File: src/swv_pkg.sv
// shared constants and types of the write/verify command executor
package swv_pkg;
   localparam logic [7:0] OP_WRITE6 = 8'h0a;
   localparam logic [7:0] OP_WRITE10 = 8'h2a;
   localparam logic [7:0] OP_WRVFY = 8'h2e;
   localparam logic [7:0] OP_VERIFY = 8'h2f;
   // byte 1 and control byte bit positions, six-byte zero length value
   localparam int B1_RELATIVE_ADDRESSING_BIT = 0;
   localparam int B1_BYTE_COMPARE_SELECT = 1;
   localparam int B1_FUA = 3;
   localparam int B1_DPO = 4;
   localparam int CTL_LINK = 0;
   localparam int LBA6_MSB = 4;
   localparam logic [15:0] LEN6_ZERO = 16'h0100;
   // register byte addresses
   localparam logic [7:0] A_CDB0 = 8'h00;
   localparam logic [7:0] A_CDB1 = 8'h04;
   localparam logic [7:0] A_CDB2 = 8'h08;
   localparam logic [7:0] A_CTRL = 8'h0c;
   localparam logic [7:0] A_STAT = 8'h10;
   localparam logic [7:0] A_XFER = 8'h14;
   // control fields
   localparam int CTRL_GO = 0;
   localparam int CTRL_CACHE = 1;
   localparam int CTRL_RETN_LO = 4;
   localparam logic [31:0] CTRL_RST = 32'h0000_0000;
   // status fields
   localparam int ST_BUSY = 0;
   localparam int ST_DONE = 1;
   localparam int ST_SCSI_LO = 8;
   localparam int ST_KEY_LO = 16;
   localparam int ST_ASC_LO = 24;
   // scsi status, sense keys and additional sense codes
   localparam logic [7:0] SS_GOOD = 8'h00;
   localparam logic [7:0] SS_CHECK = 8'h02;
   localparam logic [7:0] SS_INTERM = 8'h10;
   localparam logic [3:0] SK_NONE = 4'h0;
   localparam logic [3:0] SK_MEDIUM = 4'h3;
   localparam logic [3:0] SK_ILLEGAL = 4'h5;
   localparam logic [3:0] SK_MISCMP = 4'he;
   localparam logic [7:0] ASC_NONE = 8'h00;
   localparam logic [7:0] ASC_WRERR = 8'h0c;
   localparam logic [7:0] ASC_UNREC = 8'h11;
   localparam logic [7:0] ASC_VFYCMP = 8'h1d;
   localparam logic [7:0] ASC_BADOP = 8'h20;
   localparam logic [7:0] ASC_BADFLD = 8'h24;
   localparam logic [3:0] RETN_LOWEST = 4'h0;
   typedef enum logic [2:0] {MOP_SEEK, MOP_WRITE, MOP_ECC, MOP_READ, MOP_FLUSH} swv_mop_e;
   typedef struct packed {
      swv_mop_e op;
      logic [31:0] lba;
      logic [15:0] cnt;
      logic force_media_write;
      logic [3:0] retn;
   } swv_mreq_s;
   typedef struct packed {
      logic [7:0] status;
      logic [3:0] key;
      logic [7:0] asc;
   } swv_sense_s;
endpackage

File: src/swv_core.sv
// write/verify command executor with apb register file and media interface
`timescale 1ns/1ps
module swv_core #(
   parameter int BLK_BYTES = 512
) (
   input wire logic REF_CLK,
   input wire logic RESETN,
   input wire logic PSEL,
   input wire logic PENABLE,
   input wire logic PWRITE,
   input wire logic [7:0] PADDR,
   input wire logic [31:0] PWDATA,
   output logic [31:0] PRDATA,
   output logic PREADY,
   output logic PSLVERR,
   input wire logic DIN_VALID,
   input wire logic [7:0] DIN_DATA,
   output logic DIN_READY,
   output logic MED_REQ,
   output swv_pkg::swv_mreq_s MED_CMD,
   input wire logic MED_DONE,
   input wire logic MED_ERR,
   output logic MED_WR_VALID,
   output logic [7:0] MED_WR_DATA,
   input wire logic MED_RD_VALID,
   input wire logic [7:0] MED_RD_DATA,
   output logic MED_RD_READY
);
   import swv_pkg::*;

   typedef enum logic [3:0] {
      S_IDLE, S_DEC, S_FLUSH, S_FWAIT, S_WCMD, S_WDATA, S_WWAIT, S_VCMD, S_VDATA, S_VWAIT
   } swv_state_e;

   swv_state_e state_r;
   logic [31:0] cdb0_r, cdb1_r, cdb2_r, ctrl_r, xfer_r, rem_r;
   logic go_r, busy_r, done_r, fin_r, pready_r, pslverr_r;
   logic [31:0] prdata_r;
   swv_sense_s sense_r;
   logic [7:0] cdb [0:9];
   logic [7:0] hold_r;
   logic hold_v_r, byte_compare_select_r, is_wv_r, link_r, miscmp_r;
   logic mdone_r, merr_r;
   logic din_ready_r, med_req_r, wr_valid_r, rd_ready_r;
   logic [7:0] wr_data_r;
   swv_mreq_s mcmd_r;
   logic setup, access, wr_hit;

   assign cdb[0] = cdb0_r[7:0];
   assign cdb[1] = cdb0_r[15:8];
   assign cdb[2] = cdb0_r[23:16];
   assign cdb[3] = cdb0_r[31:24];
   assign cdb[4] = cdb1_r[7:0];
   assign cdb[5] = cdb1_r[15:8];
   assign cdb[6] = cdb1_r[23:16];
   assign cdb[7] = cdb1_r[31:24];
   assign cdb[8] = cdb2_r[7:0];
   assign cdb[9] = cdb2_r[15:8];

   function automatic logic is_ten(input logic [7:0] op);
      is_ten = (op == OP_WRITE10) || (op == OP_WRVFY) || (op == OP_VERIFY);
   endfunction

   function automatic logic [31:0] to_bytes(input logic [15:0] blocks);
      to_bytes = 32'(blocks) * 32'(BLK_BYTES);
   endfunction

   function automatic swv_sense_s mk(input logic [7:0] st, input logic [3:0] k, input logic [7:0] a);
      mk.status = st;
      mk.key = k;
      mk.asc = a;
   endfunction

   assign setup = PSEL && !PENABLE;
   assign access = PSEL && PENABLE && pready_r;
   assign wr_hit = access && PWRITE;

   // apb: no wait state, data and pready set during the setup cycle
   always_ff @(posedge REF_CLK or negedge RESETN) begin
      if (!RESETN) begin
         pready_r <= 1'b0;
         pslverr_r <= 1'b0;
         prdata_r <= 32'h0000_0000;
      end else begin
         pready_r <= setup;
         pslverr_r <= 1'b0;
         prdata_r <= 32'h0000_0000;
         if (setup) begin
            unique case (PADDR)
               A_CDB0: prdata_r <= cdb0_r;
               A_CDB1: prdata_r <= cdb1_r;
               A_CDB2: prdata_r <= cdb2_r;
               A_CTRL: prdata_r <= ctrl_r;
               A_STAT: begin
                  prdata_r[ST_BUSY] <= busy_r;
                  prdata_r[ST_DONE] <= done_r;
                  prdata_r[ST_SCSI_LO +: 8] <= sense_r.status;
                  prdata_r[ST_KEY_LO +: 4] <= sense_r.key;
                  prdata_r[ST_ASC_LO +: 8] <= sense_r.asc;
               end
               A_XFER: prdata_r <= xfer_r;
               default: pslverr_r <= 1'b1;
            endcase
         end
      end
   end

   // descriptor and control registers; descriptor is frozen while busy
   always_ff @(posedge REF_CLK or negedge RESETN) begin
      if (!RESETN) begin
         cdb0_r <= 32'h0000_0000;
         cdb1_r <= 32'h0000_0000;
         cdb2_r <= 32'h0000_0000;
         ctrl_r <= CTRL_RST;
         go_r <= 1'b0;
      end else begin
         go_r <= wr_hit && (PADDR == A_CTRL) && PWDATA[CTRL_GO] && !busy_r && !go_r;
         if (wr_hit && !busy_r) begin
            if (PADDR == A_CDB0) cdb0_r <= PWDATA;
            if (PADDR == A_CDB1) cdb1_r <= PWDATA;
            if (PADDR == A_CDB2) cdb2_r <= PWDATA;
         end
         if (wr_hit && PADDR == A_CTRL) begin
            ctrl_r <= PWDATA;
            ctrl_r[CTRL_GO] <= 1'b0;
         end
      end
   end

   // sticky completion flag: a finish in the clearing cycle wins
   always_ff @(posedge REF_CLK or negedge RESETN) begin
      if (!RESETN) begin
         done_r <= 1'b0;
      end else begin
         done_r <= fin_r || (done_r && !(wr_hit && PADDR == A_STAT && PWDATA[ST_DONE]));
      end
   end

   // command sequencer
   always_ff @(posedge REF_CLK or negedge RESETN) begin
      if (!RESETN) begin
         state_r <= S_IDLE;
         busy_r <= 1'b0;
         fin_r <= 1'b0;
         sense_r <= '0;
         mcmd_r <= '0;
         med_req_r <= 1'b0;
         rem_r <= 32'h0000_0000;
         xfer_r <= 32'h0000_0000;
         byte_compare_select_r <= 1'b0;
         is_wv_r <= 1'b0;
         link_r <= 1'b0;
         miscmp_r <= 1'b0;
         mdone_r <= 1'b0;
         merr_r <= 1'b0;
         din_ready_r <= 1'b0;
         rd_ready_r <= 1'b0;
         hold_v_r <= 1'b0;
         hold_r <= 8'h00;
         wr_valid_r <= 1'b0;
         wr_data_r <= 8'h00;
      end else begin
         fin_r <= 1'b0;
         med_req_r <= 1'b0;
         wr_valid_r <= 1'b0;
         unique case (state_r)
            S_IDLE: begin
               if (go_r) begin
                  busy_r <= 1'b1;
                  xfer_r <= 32'h0000_0000;
                  miscmp_r <= 1'b0;
                  state_r <= S_DEC;
               end
            end
            S_DEC: begin
               // only byte 1 flags and the link bit are looked at; reserved bits are ignored
               link_r <= is_ten(cdb[0]) ? cdb[9][CTL_LINK] : cdb[5][CTL_LINK];
               is_wv_r <= (cdb[0] == OP_WRVFY);
               byte_compare_select_r <= (cdb[0] == OP_WRVFY || cdb[0] == OP_VERIFY) && cdb[1][B1_BYTE_COMPARE_SELECT];
               mcmd_r.force_media_write <= (cdb[0] != OP_WRITE6) && cdb[1][B1_FUA]
                  || (cdb[0] == OP_WRVFY) && ctrl_r[CTRL_CACHE];
               mcmd_r.retn <= ((cdb[0] == OP_WRITE10 || cdb[0] == OP_WRVFY) && cdb[1][B1_DPO])
                  ? RETN_LOWEST : ctrl_r[CTRL_RETN_LO +: 4];
               if (cdb[0] == OP_WRITE6) begin
                  mcmd_r.lba <= {11'h000, cdb[1][LBA6_MSB:0], cdb[2], cdb[3]};
                  mcmd_r.cnt <= (cdb[4] == 8'h00) ? LEN6_ZERO : {8'h00, cdb[4]};
               end else begin
                  mcmd_r.lba <= {cdb[2], cdb[3], cdb[4], cdb[5]};
                  mcmd_r.cnt <= {cdb[7], cdb[8]};
               end
               if (!is_ten(cdb[0]) && cdb[0] != OP_WRITE6) begin
                  sense_r <= mk(SS_CHECK, SK_ILLEGAL, ASC_BADOP);
                  fin_r <= 1'b1;
                  busy_r <= 1'b0;
                  state_r <= S_IDLE;
               end else if (is_ten(cdb[0]) && cdb[1][B1_RELATIVE_ADDRESSING_BIT]) begin
                  sense_r <= mk(SS_CHECK, SK_ILLEGAL, ASC_BADFLD);
                  fin_r <= 1'b1;
                  busy_r <= 1'b0;
                  state_r <= S_IDLE;
               end else if ((cdb[0] == OP_VERIFY || cdb[0] == OP_WRVFY) && {cdb[7], cdb[8]} == 16'h0000) begin
                  sense_r <= mk(cdb[9][CTL_LINK] ? SS_INTERM : SS_GOOD, SK_NONE, ASC_NONE);
                  fin_r <= 1'b1;
                  busy_r <= 1'b0;
                  state_r <= S_IDLE;
               end else if (cdb[0] == OP_VERIFY) begin
                  state_r <= S_VCMD;
               end else if (cdb[0] == OP_WRVFY && ctrl_r[CTRL_CACHE]) begin
                  state_r <= S_FLUSH;
               end else begin
                  state_r <= S_WCMD;
               end
            end
            S_FLUSH: begin
               mcmd_r.op <= MOP_FLUSH;
               med_req_r <= 1'b1;
               state_r <= S_FWAIT;
            end
            S_FWAIT: begin
               if (MED_DONE) state_r <= S_WCMD;
            end
            S_WCMD: begin
               // zero blocks on the extended write still positions the heads
               mcmd_r.op <= (mcmd_r.cnt == 16'h0000) ? MOP_SEEK : MOP_WRITE;
               med_req_r <= 1'b1;
               rem_r <= to_bytes(mcmd_r.cnt);
               din_ready_r <= (mcmd_r.cnt != 16'h0000);
               state_r <= (mcmd_r.cnt == 16'h0000) ? S_WWAIT : S_WDATA;
            end
            S_WDATA: begin
               if (DIN_VALID && din_ready_r) begin
                  wr_valid_r <= 1'b1;
                  wr_data_r <= DIN_DATA;
                  xfer_r <= xfer_r + 32'h0000_0001;
                  rem_r <= rem_r - 32'h0000_0001;
                  if (rem_r == 32'h0000_0001) begin
                     din_ready_r <= 1'b0;
                     state_r <= S_WWAIT;
                  end
               end
            end
            S_WWAIT: begin
               // media raises done only once data is on the platter when fua is set
               if (MED_DONE) begin
                  if (MED_ERR) begin
                     sense_r <= mk(SS_CHECK, SK_MEDIUM, ASC_WRERR);
                     fin_r <= 1'b1;
                     busy_r <= 1'b0;
                     state_r <= S_IDLE;
                  end else if (is_wv_r) begin
                     state_r <= S_VCMD;
                  end else begin
                     sense_r <= mk(link_r ? SS_INTERM : SS_GOOD, SK_NONE, ASC_NONE);
                     fin_r <= 1'b1;
                     busy_r <= 1'b0;
                     state_r <= S_IDLE;
                  end
               end
            end
            S_VCMD: begin
               mcmd_r.op <= byte_compare_select_r ? MOP_READ : MOP_ECC;
               med_req_r <= 1'b1;
               rem_r <= to_bytes(mcmd_r.cnt);
               hold_v_r <= 1'b0;
               rd_ready_r <= byte_compare_select_r;
               mdone_r <= 1'b0;
               merr_r <= 1'b0;
               state_r <= byte_compare_select_r ? S_VDATA : S_VWAIT;
            end
            S_VDATA: begin
               // one disk byte is held and compared against one initiator byte
               // media ends its stream before the last initiator byte arrives, so its done is kept
               if (MED_DONE) begin
                  mdone_r <= 1'b1;
                  merr_r <= MED_ERR;
               end
               if (MED_RD_VALID && rd_ready_r) begin
                  hold_r <= MED_RD_DATA;
                  hold_v_r <= 1'b1;
                  rd_ready_r <= 1'b0;
                  din_ready_r <= 1'b1;
               end
               if (DIN_VALID && din_ready_r && hold_v_r) begin
                  din_ready_r <= 1'b0;
                  hold_v_r <= 1'b0;
                  xfer_r <= xfer_r + 32'h0000_0001;
                  rem_r <= rem_r - 32'h0000_0001;
                  if (DIN_DATA != hold_r) begin
                     miscmp_r <= 1'b1;
                     rd_ready_r <= 1'b1;
                     state_r <= S_VWAIT;
                  end else if (rem_r == 32'h0000_0001) begin
                     state_r <= S_VWAIT;
                  end else begin
                     rd_ready_r <= 1'b1;
                  end
               end
            end
            S_VWAIT: begin
               // after a miscompare the rest of the disk stream is drained and dropped
               if (MED_DONE || mdone_r) begin
                  rd_ready_r <= 1'b0;
                  fin_r <= 1'b1;
                  busy_r <= 1'b0;
                  state_r <= S_IDLE;
                  if (miscmp_r) begin
                     sense_r <= mk(SS_CHECK, SK_MISCMP, ASC_VFYCMP);
                  end else if ((MED_ERR || merr_r) && !byte_compare_select_r) begin
                     sense_r <= mk(SS_CHECK, SK_MEDIUM, ASC_UNREC);
                  end else if (MED_ERR || merr_r) begin
                     sense_r <= mk(SS_CHECK, SK_MEDIUM, ASC_UNREC);
                  end else begin
                     sense_r <= mk(link_r ? SS_INTERM : SS_GOOD, SK_NONE, ASC_NONE);
                  end
               end
            end
         endcase
      end
   end

   assign PRDATA = prdata_r;
   assign PREADY = pready_r;
   assign PSLVERR = pslverr_r;
   assign DIN_READY = din_ready_r;
   assign MED_REQ = med_req_r;
   assign MED_CMD = mcmd_r;
   assign MED_WR_VALID = wr_valid_r;
   assign MED_WR_DATA = wr_data_r;
   assign MED_RD_READY = rd_ready_r;
endmodule

File: config.mk
export PLATFORM = sky130hd
export DESIGN_NAME = swv_core
export DESIGN_NICKNAME = d
export VERILOG_FILES = /design/src/swv_pkg.sv /design/src/swv_core.sv
export SDC_FILE = /design/constraint.sdc
export NUM_CORES = 1
export LEC_CHECK = 0
export ABC_AREA = 1
export BUFFER_PORTS_ARGS = -buffer_cell sky130_fd_sc_hd__buf_4
export CAP_MARGIN = 10
export CORE_ASPECT_RATIO = 1.5
export CORE_MARGIN = 8
export CORE_UTILIZATION = 30
export DETAILED_ROUTE_END_ITERATION = 16
export PLACE_DENSITY = 0.43
export SETUP_SLACK_MARGIN = 0.4
export SYNTH_ARGS = -nofsm -noshare
export SYNTH_HDL_FRONTEND = slang
export SYNTH_SLANG_ARGS = --single-unit
export TNS_END_PERCENT = 1
File: constraint.sdc
create_clock -name REF_CLK -period 3.4 [get_ports REF_CLK]
set_clock_uncertainty 0.2 [all_clocks]
set_input_delay 0.68 -clock REF_CLK [delete_from_list [all_inputs] [get_ports REF_CLK]]
set_output_delay 0.68 -clock REF_CLK [all_outputs]
set_load 0.03 [all_outputs]
Word level (Yosys, flattened, before mapping). Cells that the tools add are included.

Register bits: 336.

Add/subtract/negate cells: 2. Equal/unequal tests: 34. Multiplexer cells: 93. Reductions and logical operators: 69.

Operators by type and width (count): $mux W32 (6); $pmux W32 S3 (2); $mux W20 (7); $pmux W12 S6 (1); $pmux W20 S3 (1); $mux W4 (14); $mux W17 (3); $mux W48 (1); $pmux W8 S6 (1); $pmux W4 S10 (1); $mux W1 (37); $add A32 B1 Y32 const B (1); $eq A32 B1 Y1 const B (1); $logic_not A16 Y1 (2); $sub A32 B1 Y32 const B (1); $pmux W6 S5 (1); $eq A8 B4 Y1 const B (3); $eq A8 B6 Y1 const B (3); $logic_and A1 B1 Y1 (23); $pmux W4 S5 (1); $ne A2 B2 Y1 const B (9); $reduce_bool A3 Y1 (6); $eq A4 B3 Y1 const B (4); $eq A8 B5 Y1 const B (2); other kinds (33) (67).

Logic depth before layout (Yosys ltp).
Depth in word-level cells: 8. Gate-level depth with buffers: 14.

Worst setup path after synthesis. Ideal clock, no wire load.

Kind: input to register. From: input PADDR[0]. To: register ctrl_r[22]. Library setup time: 0.130 ns. Data arrival time: 1.802 ns. Data required time: 3.070 ns. Setup slack: 1.268 ns. Stages on the path: 7. Buffers on the path: 1. Path through: inv_1 > nand2_1 > nor4_4 > nand2_1 > clkbuf_1 > nand2_1 > o21ai_0.

Cells in the longest elaborated chain, start to end: 2.

RTL lines: start, declared (RTL line swv_core.sv:11) `input wire logic [7:0] PADDR,`; $eq A8 B4 Y1 (RTL line swv_core.sv:123) `if (wr_hit && PADDR == A_CTRL) begin`; $logic_and A1 B1 Y1 (RTL line swv_core.sv:123); end signal, assigned (RTL line swv_core.sv:114) `ctrl_r <= CTRL_RST;`; end signal, assigned (RTL line swv_core.sv:124) `ctrl_r <= PWDATA;`; end signal, assigned by index (RTL line swv_core.sv:125) `ctrl_r[CTRL_GO] <= 1'b0;`; end, declared (RTL line swv_core.sv:36) `logic [31:0] cdb0_r, cdb1_r, cdb2_r, ctrl_r, xfer_r, rem_r;`.

No other way between the ends. A chain may end at the register's enable or synchronous reset.

Worst setup path after layout.
From: register state_r[2]. To: register xfer_r[7].

Cells in the longest elaborated chain, start to end: 3. Elaborated cells on any way between the ends: 9. Those cells by class: eq/ne (5); mux (1); reduce/logical (3).

RTL lines: start, declared (RTL line swv_core.sv:35) `swv_state_e state_r;`; start signal, assigned (RTL line swv_core.sv:228) `state_r <= (mcmd_r.cnt == 16'h0000) ? S_WWAIT : S_WDATA;`; start signal, assigned (RTL line swv_core.sv:268) `state_r <= byte_compare_select_r ? S_VDATA : S_VWAIT;`; $eq A4 B4 Y1 (tied with other cells) (RTL line swv_core.sv:166) `unique case (state_r)`; $ne A2 B2 Y1 (no source line) / $reduce_bool A3 Y1 (equally long branches); $reduce_and A4 Y1 (no source line); end signal, assigned (RTL line swv_core.sv:234) `xfer_r <= xfer_r + 32'h0000_0001;`; end signal, assigned (RTL line swv_core.sv:286) `xfer_r <= xfer_r + 32'h0000_0001;`; end, declared (RTL line swv_core.sv:36).

Several ways; a longest one is shown, not always the timed one.

==> run_summary.xml <==
<?xml version="1.0" encoding="UTF-8"?>
<metrics>
  <group name="run_status">
    <metric name="outcome" unit="">completed</metric>
  </group>
  <group name="critical_path">
    <metric name="required" unit="ns">3.61</metric>
    <metric name="critical_path_arrival" unit="ns">2.87</metric>
    <metric name="critPathMostFrequentCell" unit="">nor2_1</metric>
    <metric name="crit_type" unit="">reg2reg</metric>
    <metric name="crit_slowest_cell" unit="">dfrtp_1</metric>
    <metric name="setup.worst_path.end_class" unit="">flop</metric>
    <metric name="timing.critical_path.cells" unit="">nor2_1 &gt; inv_1 &gt; nor2_1 &gt; nand2_1 &gt; nand3_2 &gt; inv_2 &gt; nand2_4 &gt; inv_4 &gt; buf_4 &gt; nand4_1 &gt; o21ai_0</metric>
    <metric name="slowest_delay" unit="ns">0.42</metric>
    <metric name="worst_setup_path_start_kind" unit="">flop</metric>
    <metric name="cp_max_fo" unit="">29</metric>
  </group>
  <group name="placement">
    <metric name="routabilityCongestion" unit="">0.864</metric>
    <metric name="numPortBuffers" unit="">166</metric>
    <metric name="place.detailed.hpwl" unit="µm">47300</metric>
  </group>
  <group name="die">
    <metric name="fp.dieW" unit="µm">205</metric>
    <metric name="floorplan.initialDensity" unit="%">30.2</metric>
    <metric name="top_level_ports" unit="">167</metric>
    <metric name="die_area" unit="µm²">61700</metric>
    <metric name="core.rowCount" unit="">104</metric>
    <metric name="placeableCoreArea" unit="µm²">53500</metric>
    <metric name="fp.dieH" unit="µm">300</metric>
  </group>
  <group name="clock_tree">
    <metric name="cts_root_buf" unit="">clkbuf_16</metric>
    <metric name="clk_transition_reported_paths" unit="ns">0.06</metric>
    <metric name="htree_num_levels" unit="">2</metric>
    <metric name="cts_sinks" unit="">326</metric>
    <metric name="post-cts-setup-buffer-count" unit="">0</metric>
    <metric name="post_cts_hold_buffer_count" unit="">1</metric>
    <metric name="cts_resized" unit="">0</metric>
    <metric name="clk-insertion-delay-late" unit="ns">0.54</metric>
    <metric name="clock_path_buffers" unit="">3</metric>
    <metric name="tritoncts_clock_tree" unit="">yes</metric>
    <metric name="cts_inserted_buffers" unit="">37</metric>
  </group>
  <group name="run">
    <metric name="max-cap-violations" unit="">0</metric>
  </group>
  <group name="synth">
    <metric name="synthesis.area_per_instance" unit="µm²">7.67</metric>
    <metric name="syn_inst" unit="">2107</metric>
    <metric name="yosysWarningCount" unit="">0</metric>
    <metric name="yosysUniqueCellTypes" unit="">43</metric>
    <metric name="synthesis.area" unit="µm²">16200</metric>
    <metric name="postSynthRegisterBits" unit="">326</metric>
    <metric name="synth.net_count" unit="">2175</metric>
    <metric name="synth_seq_area_share" unit="%">50.5</metric>
  </group>
  <group name="sta">
    <metric name="timing.final.crit_period" unit="ns">2.67</metric>
    <metric name="final_max_slew_viol_count" unit="">0</metric>
    <metric name="setup_viol" unit="">0</metric>
    <metric name="achievable-frequency" unit="GHz">0.375</metric>
    <metric name="timing.slew.headroom" unit="%">31.2</metric>
    <metric name="rsz0062_at_grt" unit="">no</metric>
    <metric name="fin_worst_hold_slack" unit="ns">0.204</metric>
    <metric name="finalHoldViolations" unit="">0</metric>
    <metric name="timing_worst_slew_pin_value" unit="ns">1.03</metric>
    <metric name="fin_setup_tns" unit="ns">0</metric>
    <metric name="min_period_over_period" unit="%">78.4</metric>
  </group>
  <group name="global_routing">
    <metric name="grt_max_degree" unit="">77</metric>
    <metric name="first_pass_grt_wire_length" unit="µm">94200</metric>
    <metric name="gr-total-overflow" unit="">0</metric>
    <metric name="antenna_found_initial" unit="">1</metric>
    <metric name="first_global_vias" unit="">14859</metric>
    <metric name="grtUsageTotal" unit="%">20.1</metric>
  </group>
  <group name="power_and_ir_drop">
    <metric name="p_leak" unit="nW">9.63</metric>
    <metric name="worst_ir_drop_on_vdd" unit="mV">0.384</metric>
    <metric name="p_per_area" unit="nW/µm²">608</metric>
  </group>
  <group name="finish">
    <metric name="num_antenna_cells" unit="">0</metric>
    <metric name="fillers" unit="">5655</metric>
    <metric name="layout.core_utilization" unit="%">36.6</metric>
    <metric name="net_count_final" unit="">2331</metric>
    <metric name="area_delta_synth_final" unit="%">21.0</metric>
    <metric name="drive_gt1_share" unit="%">13.4</metric>
    <metric name="most-common-layout-cells" unit="">nand2_1, dfrtp_1, o21ai_0</metric>
    <metric name="layout.cells.most_common" unit="">nand2_1</metric>
  </group>
  <group name="routing">
    <metric name="routed_wl" unit="µm">62100</metric>
    <metric name="detail_route.wirelength.met1" unit="µm">24900</metric>
    <metric name="detailroute.via_count" unit="">14505</metric>
    <metric name="detailedRoute.firstIterationViolations" unit="">854</metric>
    <metric name="met2_wirelength" unit="µm">32100</metric>
    <metric name="top_signal_layer_used" unit="">met4</metric>
    <metric name="drcViolationCount" unit="">0</metric>
    <metric name="detailroute.wirelength.met3" unit="µm">2270</metric>
    <metric name="routedWlPerCell" unit="µm">20.9</metric>
    <metric name="firstDrtPassIters" unit="">7</metric>
    <metric name="avgViaCountPerCell" unit="">4.87</metric>
    <metric name="drtAntennaViolNets" unit="">0</metric>
  </group>
  <group name="hold_path">
    <metric name="hold_class" unit="">in2reg</metric>
  </group>
</metrics>
## cells in the mapped netlist (all sizes together)
cell type	count	area share (%)
dfrtp	326	50
o21a	4	0.19
nor3	39	1.3
ha	3	0.23
nor2	206	5.1
nor3b	1	0.046
clkbuf	52	1.2
or2	2	0.077
nand3	115	3.6
clkinv	1	0.023
nand4	39	1.5
o22ai	17	0.66
buf	31	1.1
o221ai	1	0.054
nor4	3	0.21
and3	1	0.039
nand2	611	14
a21boi	5	0.23
a31oi	6	0.23
xor2	14	0.76
a21oi	67	2.1
a22oi	7	0.33
a21o	1	0.046
o31ai	3	0.14
o211ai	30	1.4
inv	234	5.5
o21ai	288	9.1
## cell families after synthesis
kind of cell               share of synthesized area, %
buffers and inverters                              7.75
and+or+nand+nor                                    26.3
AOI/OAI and AO/OA                                  14.5
adders and majority gates                         0.232
DFF                                                50.5
xor gates and xnor gates                          0.759
## path summary, 6_finish.rpt
check                                    start  slack (ns)  cells after the start             end
min in group asynchronous               RESETN        0.43                      2  MED_WR_DATA[2]
worst min-delay path            MED_RD_DATA[7]        0.20                      3       hold_r[7]
worst min register to register           fin_r        0.27                      1          done_r
max in group asynchronous               RESETN        1.75                      3     MED_CMD[32]
worst max-delay path                state_r[2]        0.73                     11       xfer_r[7]
worst max register to register      state_r[2]        0.73                     11       xfer_r[7]
## worst max-delay path: cells and delay by family (launching register included)
kind | cells | cell delay [ns]
AND/OR/NAND/NOR | 6 | 1.19
buffers and inverters | 4 | 0.61
flip-flops | 1 | 0.42
AO/OA/AOI/OAI | 1 | 0.09
## power breakdown
| group | total (W) | switching [W] | leakage [nW] | internal [W] |
|---|---|---|---|---|
| clock network | 0.00429 | 0.00174 | 0.639 | 0.00256 |
| registers | 0.00445 | 0.000265 | 4.44 | 0.00418 |
| logic | 0.00314 | 0.00230 | 4.55 | 0.000842 |
## flip-flops by register name, indices dropped and copies added (netlist names), 4 cells and up
register,count
MED_CMD,56
ctrl_r,31
cdb0_r,32
hold_r,8
sense_r,10
rem_r,32
cdb1_r,32
cdb2_r,32
state_r,4
PRDATA,32
MED_WR_DATA,8
xfer_r,32
## layout make-up
| type | count | area [µm²] | share of cell area, % |
|---|---|---|---|
| clock inverter | 13 | 191 | 0.979 |
| inverter | 235 | 887 | 4.54 |
| multi-input combinational | 1463 | 6760 | 34.6 |
| sequential | 326 | 8160 | 41.7 |
| clock buffer | 53 | 1100 | 5.61 |
| timing repair buffer | 200 | 1600 | 8.18 |
| tap | 689 | 862 | 4.41 |
## through the flow
stage / power, W / instance area (µm²) / setup slack (ns) / std cells
6_report: 0.0119 / 19600 / 0.733 / 2979
5_1_grt: 0.0126 / 19600 / 0.486 / 2979
4_1_cts: 0.0120 / 19600 / 0.694 / 2979
3_5_place_dp: 0.00769 / 18300 / 0.409 / 2912
3_3_place_gp: 0.00768 / 18300 / 0.383 / 2912
2_1_floorplan: 0.00665 / 16200 / 1.27 / 2107
## routing by layer
metal	GRT usage (%)	vias up
li1	-	7140
met1	23.5	6938
met2	36.2	326
met3	2.53	101
met4	8.55	0
met5	0	-
(Power assumes the default switching activity.)
